--- src/verilog/ecpt_cfg.svh ---
`ifndef ECPT_CFG_SVH
`define ECPT_CFG_SVH

// channel count, narrow and joined counter widths
`define ECPT_NCH      8
`define ECPT_CW       8
`define ECPT_WIDE_W   16
`define ECPT_AW       8

// register byte offsets
`define ECPT_OFS_EN   8'h00
`define ECPT_OFS_POL  8'h01
`define ECPT_OFS_CTR  8'h02
`define ECPT_OFS_JOIN 8'h03
`define ECPT_OFS_LVL  8'h04
`define ECPT_OFS_PER  8'h08
`define ECPT_OFS_DUTY 8'h10
`define ECPT_OFS_CNT  8'h18

// reset values
`define ECPT_RST_EN   8'h00
`define ECPT_RST_POL  8'hff
`define ECPT_RST_CTR  8'h00
`define ECPT_RST_JOIN 4'h0
`define ECPT_RST_PER  8'hff
`define ECPT_RST_DUTY 8'h00

`endif

--- src/verilog/ecpt_pkg.sv ---
`include "ecpt_cfg.svh"
`default_nettype none

package ecpt_pkg;

  // one register-port request, valid for a single cycle
  typedef struct packed
  {
    logic                wr;
    logic                rd;
    logic [`ECPT_AW-1:0] addr;
    logic [`ECPT_CW-1:0] wdata;
  } ecpt_req_t;

  // per-engine control bits
  typedef struct packed
  {
    logic en;
    logic pol;
    logic ctr;
  } ecpt_chcfg_t;

endpackage

`default_nettype wire

--- src/verilog/ecpt_chan.sv ---
`include "ecpt_cfg.svh"
`default_nettype none

module ecpt_chan
#(
  parameter int W = `ECPT_WIDE_W
)
(
  // clock and reset
  input  wire logic                 clk,
  input  wire logic                 rst_b,
  // settings
  input  wire ecpt_pkg::ecpt_chcfg_t cfg,
  input  wire logic [W-1:0]         per,
  input  wire logic [W-1:0]         duty,
  // state and waveform
  output logic                      out_q,
  output logic [W-1:0]              cnt_q
);
  import ecpt_pkg::*;

  logic [W-1:0] per_sh_q;
  logic [W-1:0] duty_sh_q;
  logic [W-1:0] cnt_d;
  logic [W-1:0] per_m1;
  logic         dn_q;
  logic         dn_d;
  logic         bnd;
  logic         out_d;

  // ***************************************************
  // period boundary and counter
  // ***************************************************
  assign per_m1 = per_sh_q - W'(1);
  // left: last count; centre: bottom of the down sweep
  assign bnd = (per_sh_q == '0) ||
               (cfg.ctr ? (dn_q && cnt_q == '0) : (cnt_q >= per_m1));

  always_comb
  begin
    cnt_d = cnt_q + W'(1);
    dn_d  = dn_q;
    if (!cfg.en || per_sh_q == '0)
    begin
      cnt_d = '0;
      dn_d  = 1'b0;
    end
    else if (!cfg.ctr)
    begin
      dn_d = 1'b0;
      if (bnd)
        cnt_d = '0;
    end
    else if (dn_q)
    begin
      // restart upward at 1 so zero is not visited twice
      cnt_d = bnd ? W'(1) : cnt_q - W'(1);
      dn_d  = !bnd;
    end
    else if (cnt_q >= per_sh_q)
    begin
      cnt_d = per_m1;
      dn_d  = 1'b1;
    end
  end

  // duty at or above period gives full in left alignment (centre needs duty above period), zero gives none
  assign out_d = cfg.en ? ((cnt_q < duty_sh_q) ~^ cfg.pol)
                        : !cfg.pol;

  // ***************************************************
  // registers
  // ***************************************************
  always_ff @(posedge clk)
  begin
    if (!rst_b)
    begin
      cnt_q     <= '0;
      dn_q      <= 1'b0;
      per_sh_q  <= '0;
      duty_sh_q <= '0;
      out_q     <= 1'b0;
    end
    else
    begin
      cnt_q <= cnt_d;
      dn_q  <= dn_d;
      out_q <= out_d;
      // shadows move only at a boundary or while the channel is stopped, so no glitch
      if (!cfg.en || bnd)
      begin
        per_sh_q  <= per;
        duty_sh_q <= duty;
      end
    end
  end

  // ***************************************************
  // checks
  // ***************************************************
  a_left_wrap:
  assert property (@(posedge clk) disable iff (!rst_b)
    cfg.en && !cfg.ctr && per_sh_q != '0 && cnt_q == per_m1
    |=> cnt_q == '0)
  else $error("left counter did not wrap at period");

  a_left_step:
  assert property (@(posedge clk) disable iff (!rst_b)
    cfg.en && !cfg.ctr && !bnd |=> cnt_q == $past(cnt_q) + W'(1))
  else $error("left counter did not advance");

  a_centre_turn:
  assert property (@(posedge clk) disable iff (!rst_b)
    cfg.en && cfg.ctr && !dn_q && per_sh_q != '0 && cnt_q == per_sh_q
    |=> dn_q && cnt_q == $past(per_m1))
  else $error("centre counter did not turn at period");

  a_shadow_hold:
  assert property (@(posedge clk) disable iff (!rst_b)
    cfg.en && !bnd |=> $stable(per_sh_q) && $stable(duty_sh_q))
  else $error("period changed inside a period");

  a_duty_zero:
  assert property (@(posedge clk) disable iff (!rst_b)
    cfg.en && duty_sh_q == '0 |=> out_q == !$past(cfg.pol))
  else $error("zero duty drove the active level");

  a_duty_full:
  assert property (@(posedge clk) disable iff (!rst_b)
    cfg.en && !cfg.ctr && per_sh_q != '0 && duty_sh_q >= per_sh_q
    |=> out_q == $past(cfg.pol))
  else $error("full duty left the active level");

  a_idle_level:
  assert property (@(posedge clk) disable iff (!rst_b)
    !cfg.en |=> out_q == !$past(cfg.pol) && cnt_q == '0)
  else $error("stopped channel not at inactive level");

endmodule

`default_nettype wire

--- src/verilog/ecpt_top.sv ---
// Implementation choices: strobed register access and the register offsets.
`include "ecpt_cfg.svh"
`default_nettype none

// Overview of operation
// - eight channels, own counter, period and duty
// - continuous output, duty from none to full
// - per-channel polarity selects active output level
// - per-channel left or centre alignment
// - adjacent pairs join into 16-bit channels

module ecpt_top
#(
  parameter int NCH = `ECPT_NCH,
  parameter int CW  = `ECPT_CW
)
(
  // clock and reset
  input  wire logic                clk,
  input  wire logic                rst_b,
  // register port
  input  wire ecpt_pkg::ecpt_req_t req,
  output logic [CW-1:0]            rdata_q,
  // waveform pins
  output logic [NCH-1:0]           pwm_out
);
  import ecpt_pkg::*;

  localparam int NP = NCH / 2;
  localparam int WW = 2 * CW;
  localparam int IW = $clog2(NCH);

  // ***************************************************
  // address decode
  // ***************************************************
  // one bank holds one byte per channel
  function automatic logic in_bank
  (
    input logic [`ECPT_AW-1:0] a,
    input logic [`ECPT_AW-1:0] base
  );
    in_bank = (a[`ECPT_AW-1:IW] == base[`ECPT_AW-1:IW]);
  endfunction

  // bank entry of one channel
  function automatic logic is_ch
  (
    input logic [IW-1:0] i,
    input int            r
  );
    is_ch = (i == IW'(r));
  endfunction

  logic [IW-1:0] idx;
  logic [CW-1:0] wval;
  logic          hit_en;
  logic          hit_pol;
  logic          hit_ctr;
  logic          hit_join;
  logic          hit_lvl;
  logic          hit_per;
  logic          hit_duty;
  logic          hit_cnt;
  logic          hit_any;
  logic          we_en;
  logic          we_pol;
  logic          we_ctr;
  logic          we_join;

  assign idx      = req.addr[IW-1:0];
  assign wval     = CW'(req.wdata);
  assign hit_en   = (req.addr == `ECPT_OFS_EN);
  assign hit_pol  = (req.addr == `ECPT_OFS_POL);
  assign hit_ctr  = (req.addr == `ECPT_OFS_CTR);
  assign hit_join = (req.addr == `ECPT_OFS_JOIN);
  assign hit_lvl  = (req.addr == `ECPT_OFS_LVL);
  assign hit_per  = in_bank(req.addr, `ECPT_OFS_PER);
  assign hit_duty = in_bank(req.addr, `ECPT_OFS_DUTY);
  assign hit_cnt  = in_bank(req.addr, `ECPT_OFS_CNT);

  // any mapped offset; anything else reads as zero
  assign hit_any  = hit_en | hit_pol | hit_ctr | hit_join | hit_lvl |
                    hit_per | hit_duty | hit_cnt;

  // write strobes; read-only offsets get none
  assign we_en    = req.wr & hit_en;
  assign we_pol   = req.wr & hit_pol;
  assign we_ctr   = req.wr & hit_ctr;
  assign we_join  = req.wr & hit_join;

  // ***************************************************
  // control registers
  // ***************************************************
  logic [NCH-1:0] en_q;
  logic [NCH-1:0] pol_q;
  logic [NCH-1:0] ctr_q;
  logic [NP-1:0]  join_q;
  logic [CW-1:0]  per_q  [NCH];
  logic [CW-1:0]  duty_q [NCH];

  always_ff @(posedge clk)
  begin
    if (!rst_b)
      en_q <= NCH'(`ECPT_RST_EN);
    else if (we_en)
      en_q <= NCH'(wval);
  end

  always_ff @(posedge clk)
  begin
    if (!rst_b)
      pol_q <= NCH'(`ECPT_RST_POL);
    else if (we_pol)
      pol_q <= NCH'(wval);
  end

  always_ff @(posedge clk)
  begin
    if (!rst_b)
      ctr_q <= NCH'(`ECPT_RST_CTR);
    else if (we_ctr)
      ctr_q <= NCH'(wval);
  end

  always_ff @(posedge clk)
  begin
    if (!rst_b)
      join_q <= NP'(`ECPT_RST_JOIN);
    else if (we_join)
      join_q <= NP'(wval);
  end

  // period and duty banks, one byte per channel
  for (genvar r = 0; r < NCH; r++)
  begin : g_reg
    logic we_per;
    logic we_duty;

    assign we_per  = req.wr & hit_per & is_ch(idx, r);
    assign we_duty = req.wr & hit_duty & is_ch(idx, r);

    always_ff @(posedge clk)
    begin
      if (!rst_b)
      begin
        per_q[r]  <= CW'(`ECPT_RST_PER);
        duty_q[r] <= CW'(`ECPT_RST_DUTY);
      end
      else
      begin
        if (we_per)
          per_q[r] <= wval;
        if (we_duty)
          duty_q[r] <= wval;
      end
    end
  end

  // ***************************************************
  // channel engines
  // ***************************************************
  ecpt_chcfg_t   cfg_v  [NCH];
  logic [WW-1:0] per_v  [NCH];
  logic [WW-1:0] duty_v [NCH];
  logic [WW-1:0] cnt_w  [NCH];
  logic [CW-1:0] cnt_v  [NCH];

  for (genvar g = 0; g < NCH; g++)
  begin : g_ch
    localparam int P = g / 2;

    if (g % 2 == 1)
    begin : g_odd
      // odd channel holds the high byte of a joined pair
      assign per_v[g]  = join_q[P] ? {per_q[g], per_q[g-1]}
                                   : {{CW{1'b0}}, per_q[g]};
      assign duty_v[g] = join_q[P] ? {duty_q[g], duty_q[g-1]}
                                   : {{CW{1'b0}}, duty_q[g]};
      assign cfg_v[g]  = '{en: en_q[g], pol: pol_q[g], ctr: ctr_q[g]};
      assign cnt_v[g]  = join_q[P] ? cnt_w[g][WW-1:CW]
                                   : cnt_w[g][CW-1:0];
    end
    else
    begin : g_even
      assign per_v[g]  = {{CW{1'b0}}, per_q[g]};
      assign duty_v[g] = {{CW{1'b0}}, duty_q[g]};
      // even engine rests while its pair is joined
      assign cfg_v[g]  = '{en:  en_q[g] & ~join_q[P],
                           pol: pol_q[g],
                           ctr: ctr_q[g]};
      assign cnt_v[g]  = join_q[P] ? cnt_w[g+1][CW-1:0]
                                   : cnt_w[g][CW-1:0];

      a_join_quiet:
      assert property (@(posedge clk) disable iff (!rst_b)
        join_q[P] |=> pwm_out[g] == !$past(pol_q[g]))
      else $error("low half of a joined pair is not idle");
    end

    // narrow channels leave the upper period byte at zero,
    // so their counter never leaves eight bits
    ecpt_chan #(
      .W (WW)
    ) u_chan (
      .clk   (clk),
      .rst_b (rst_b),
      .cfg   (cfg_v[g]),
      .per   (per_v[g]),
      .duty  (duty_v[g]),
      .out_q (pwm_out[g]),
      .cnt_q (cnt_w[g])
    );
  end

  // ***************************************************
  // read path
  // ***************************************************
  logic [CW-1:0] rd_view;

  // unmapped offsets read as zero
  assign rd_view = hit_en   ? CW'(en_q)    :
                   hit_pol  ? CW'(pol_q)   :
                   hit_ctr  ? CW'(ctr_q)   :
                   hit_join ? CW'(join_q)  :
                   hit_lvl  ? CW'(pwm_out) :
                   hit_per  ? per_q[idx]   :
                   hit_duty ? duty_q[idx]  :
                   hit_cnt  ? cnt_v[idx]   :
                   '0;

  // data stand for one cycle only, zero otherwise
  always_ff @(posedge clk)
  begin
    if (!rst_b)
      rdata_q <= '0;
    else if (req.rd)
      rdata_q <= rd_view;
    else
      rdata_q <= '0;
  end

  // ***************************************************
  // checks
  // ***************************************************
  a_en_readback:
  assert property (@(posedge clk) disable iff (!rst_b)
    req.rd && hit_en |=> rdata_q == $past(CW'(en_q)))
  else $error("enable readback mismatch");

  a_per_store:
  assert property (@(posedge clk) disable iff (!rst_b)
    req.wr && hit_per && idx == '0 |=> per_q[0] == $past(wval))
  else $error("period write not stored");

  a_pol_store:
  assert property (@(posedge clk) disable iff (!rst_b)
    req.wr && hit_pol ##1 !req.wr [*2] |-> pol_q == NCH'($past(wval, 2)))
  else $error("polarity write lost");

  a_rd_oneshot:
  assert property (@(posedge clk) disable iff (!rst_b)
    !req.rd |=> rdata_q == '0)
  else $error("read data stood beyond its cycle");

  a_en_store:
  assert property (@(posedge clk) disable iff (!rst_b)
    we_en |=> en_q == NCH'($past(wval)))
  else $error("enable write not stored");

  a_ctr_store:
  assert property (@(posedge clk) disable iff (!rst_b)
    we_ctr |=> ctr_q == NCH'($past(wval)))
  else $error("alignment write not stored");

  a_join_store:
  assert property (@(posedge clk) disable iff (!rst_b)
    we_join |=> join_q == NP'($past(wval)))
  else $error("join write not stored");

  a_duty_store:
  assert property (@(posedge clk) disable iff (!rst_b)
    req.wr && hit_duty |=> duty_q[$past(idx)] == $past(wval))
  else $error("duty write not stored");

  a_lvl_readback:
  assert property (@(posedge clk) disable iff (!rst_b)
    req.rd && hit_lvl |=> rdata_q == $past(CW'(pwm_out)))
  else $error("pin level readback mismatch");

  a_unmapped_zero:
  assert property (@(posedge clk) disable iff (!rst_b)
    req.rd && !hit_any |=> rdata_q == '0)
  else $error("unmapped read not zero");

  a_rd_no_write:
  assert property (@(posedge clk) disable iff (!rst_b)
    req.rd && !req.wr |=> $stable(en_q) && $stable(pol_q) &&
                          $stable(ctr_q) && $stable(join_q))
  else $error("read altered a control register");

  a_cnt_hi_read:
  assert property (@(posedge clk) disable iff (!rst_b)
    req.rd && hit_cnt && idx == IW'(NCH-1) && join_q[NP-1]
    |=> rdata_q == $past(cnt_w[NCH-1][WW-1:CW]))
  else $error("joined counter high byte misread");

  a_even_rest:
  assert property (@(posedge clk) disable iff (!rst_b)
    join_q[0] |=> cnt_w[0] == '0)
  else $error("low engine of a joined pair runs");

endmodule

`default_nettype wire

--- config.mk ---
export PLATFORM = sky130hd
export DESIGN_NAME = ecpt_top
export DESIGN_NICKNAME = d
export VERILOG_FILES = /design/src/verilog/ecpt_pkg.sv /design/src/verilog/ecpt_chan.sv /design/src/verilog/ecpt_top.sv
export VERILOG_INCLUDE_DIRS = /design/src /design/src/verilog
export SDC_FILE = /design/constraint.sdc
export NUM_CORES = 2
export LEC_CHECK = 0
export ABC_AREA = 1
export BUFFER_PORTS_ARGS = -buffer_cell sky130_fd_sc_hd__buf_4
export CAP_MARGIN = 10
export CORE_ASPECT_RATIO = 0.6
export CORE_MARGIN = 2
export CORE_UTILIZATION = 60
export DETAILED_ROUTE_END_ITERATION = 8
export PLACE_DENSITY_LB_ADDON = 0.15
export SETUP_SLACK_MARGIN = 0.4
export SLEW_MARGIN = 15
export SYNTH_ARGS = -nofsm -noshare
export SYNTH_HDL_FRONTEND = slang
export SYNTH_SLANG_ARGS = --single-unit
--- constraint.sdc ---
create_clock -name clk -period 4.7 [get_ports clk]
set_input_delay 0.705 -clock clk [delete_from_list [all_inputs] [get_ports clk]]
set_output_delay 0.705 -clock clk [all_outputs]
set_load 0.03 [all_outputs]
==> results.md <==
- Status: completed
- Storage cell area: 0.0113 mm²
- Initial antenna violation count: 3
- Worst R2R Start: g_ch[7].u_chan.per_sh_q[0]
- Routed Antenna Nets: 0
- GR Overflow Total: 0
- I/O pins: 36
- Initial core utilization: 0.610
- CTS Buffer Depth: 3
- CTS Root Cell: clkbuf_16
- Tcrit/Tclk final: 0.825
- CP max stage cell: nand4_2
- Final-report hold violation count: 0
- Layout cells sized above 1: 0.0634
- First-pass GRT wire length: 198000 µm
- Hold Crit Depth: 2
- Synth top area share: 0.194
- CP Launch Point: g_ch[7].u_chan.per_sh_q[0]
- Slew @ Worst Pin: 1.28 ns
- Slew HR: 0.144
- Routability Congestion: 1.04
- Largest net degree at the start of global routing: 65
- Critical path class: reg2reg
- Total iterations of the first detailed-routing run: 9
- Lkg Pwr: 18.8 nW
- Via density: 6.01
- Tightest Hold Check Type: reg2reg
- Total CTS buffers: 52
- Commonest non-fill, non-tap cell in the layout: nand2_1
- Clk_skew: 0.0254 ns
- CTS tree: done
- Layout area overhead: 5.52%
- Area of the core: 0.0630 mm²
- Largest area contributor in the synthesized netlist: dfxtp_1
- Max cap viols: 0
- Die height: 200 µm
- R2r setup slk: 0.82 ns
- Ys async rst share: 0
- Routed wire per std cell: 20.4 µm
- Worst-skew pair later-pin latency: 0.63 ns
- Mapped cell area: 0.0384 mm²
- WL final: 130000 µm
- Syn Area/Cell: 6.87 µm²
- Syn_nets: 5948
- Crit. End Element: flip-flop
- Synthesis-stage register bit count: 500
- Peak supply drop: 0.246 mV
- Port bufs: 35
- Setup violations, final: 0
- Largest cells by area after synthesis: dfxtp_1 19%, nand2_1 13%, ha_1 11%
- Most frequent cells in the layout: 1338 x nand2_1, 629 x inv_1, 590 x nor2_1
- DRC errors left: 0
- Die width: 331 µm
- CTS Hold Buffers Added: 0
- Number of synthesized flops with an enable pin: 128
- Power Density: 251 mW/mm²
- Top fanout value on the critical path: 32
- Critical Path AT: 4.45 ns
- HP Start: g_ch[2].u_chan.per_sh_q[4]
- DRT iter0 DRCs: 5810
- Max-slew violations: 0
- Rows: 71
- Final Util: 0.643
- Die ar.: 0.0661 mm²
- RSZ-0062 raised after global routing: yes
- Sequential fraction of the synthesis area: 0.294
- H-tree levels: 2
- Crit path cell chain: nor3_1, nand3_1, nor3_1, nand3_1, xor2_1, inv_1, ha_1, a21oi_1, o21ai_0, nor2_1, nand3_1, nand2_1, nand4_2, nand2_1, nand2_1, nor2_1
- Synth Instances: 5592
- Max Clock Freq: 258 MHz
- Clock slew at reported path FFs: 0.06 ns
- Fill cells: 5814
- Clock sinks: 500
- YS warnings: 0
- Reg2reg end: g_ch[7].u_chan.per_sh_q[1]
- DP HPWL: 97200 µm
- Top_reg_cell synth: dfxtp_1
- Nets: 5847
- Total Neg Setup Slack: 0 ns
- Hold WS: 0.485 ns
- Hold endpoint: g_ch[2].u_chan.per_sh_q[4]
- Critical Path Max Stage Delay: 0.69 ns
- Unique cell type count in the Yosys netlist: 64
- Number of global-route vias before repair: 33700
- GRT Total Usage: 0.386
- Min Tclk post-route: 3.88 ns
- Cells on worst reg2reg path: 16
- Multi-input gate area: 0.0234 mm²
- CP Data Required Time: 5.27 ns
- CP Launch Type: flip-flop
- Vias: 38300
sequential cells by signal (all words and copies together) (netlist names):
signal                 cells
pol_q                      8
g_ch.u_chan.duty_sh_q     96
duty_q                    64
g_ch.u_chan.dn_q           8
en_q                       8
g_ch.u_chan.out_q          8
join_q                     4
g_ch.u_chan.cnt_q        128
g_ch.u_chan.per_sh_q      96
ctr_q                      8
rdata_q                    8
per_q                     64
worst max path at each step:
| stage | slack, ns | depth (start not counted) | endpoint |
|---|---|---|---|
| floorplan | 1.79 | 22 | g_ch[3].u_chan.per_sh_q[6] |
| global placement | 1.00 | 21 | g_ch[3].u_chan.duty_sh_q[2] |
| detailed placement | 0.91 | 15 | g_ch[7].u_chan.duty_sh_q[15] |
| CTS | 0.87 | 22 | g_ch[5].u_chan.duty_sh_q[3] |
| global route | 0.39 | 16 | g_ch[7].u_chan.per_sh_q[7] |
| finish | 0.82 | 16 | g_ch[7].u_chan.per_sh_q[1] |
power breakdown:
part	switching [mW]	total, mW	internal, mW
sequential	0.158	4.69	4.53
combinational	0.795	1.13	0.332
clock	1.99	4.36	2.36
total	2.94	10.2	7.23
cell usage after synthesis (all sizes together) (2+ instances only):
cell	count
nand2	1360
inv	650
nor2	640
nand3	417
a21oi	416
dfxtp	372
o21ai	362
ha	336
xor2	247
edfxtp	128
buf	114
clkbuf	114
nand4	107
nor3	104
o211ai	60
o21a	20
a22oi	19
xnor2	17
nor4	15
a211oi	14
clkinv	12
mux2i	11
o2111ai	10
or2	10
a21boi	8
o22ai	6
o31ai	5
nand3b	4
a2111oi	2
a211o	2
nor3b	2
o21bai	2
worst max-delay path, delay by kind of cell, from the launching register on:
family	cells	cell delay [ns]
AO/OA/AOI/OAI	2	0.22
XOR/XNOR	1	0.20
adder cells (fa/ha/maj)	1	0.30
buffers and inverters	1	0.06
flip-flops	1	0.35
AND/OR/NAND/NOR	11	2.66
cells by family (layout without fill, tap and decap cells):
logic type | after synthesis | after routing | share of synthesized area
AOI/OAI and AO/OA | 931 | 931 | 0.137
adders and majority gates | 336 | 336 | 0.110
DFF | 500 | 500 | 0.294
other | 0 | 1 | 0
and+or+nand+nor | 2660 | 2661 | 0.300
xor gates and xnor gates | 264 | 264 | 0.0602
buffers and inverters | 890 | 830 | 0.0970
muxes | 11 | 11 | 0.00287
cell type report:
type | instances | area share
Antenna cell | 1 | 0.0000618
Tap cell | 839 | 0.0259
Sequential cell | 500 | 0.279
Clock buffer | 64 | 0.0345
Timing Repair Buffer | 72 | 0.0133
Clock inverter | 32 | 0.00788
Inverter | 662 | 0.0615
Multi-Input combinational cell | 4203 | 0.578
layer usage:
layer  GRT usage  vias to the layer above  share of wire  routed length [µm]
li1            -                    18200              -                   -
met1       0.589                    17500           0.45               58100
met2       0.505                     2407           0.37               47700
met3       0.137                      239           0.16               20900
met4      0.0846                        6          0.023                2930
met5      0.0174                        -         0.0013                 169
through the flow:
stage,worst slack (ns),power (mW),instance area [µm²],cells
global placement,1.00,5.82,38800,6275
floorplan,1.79,5.47,38400,5592
global route,0.387,10.4,40500,6372
finish,0.824,10.2,40500,6373
CTS,0.869,10.1,40500,6371
detailed placement,0.906,5.85,38800,6275
what timing repair did:
item | 4_1_cts | 5_1_grt
setup endpoints to repair | 0 | 17
setup buffers | 0 | 0
resized for setup | 0 | 1
No activity file was read; power rests on OpenSTA's default activity.
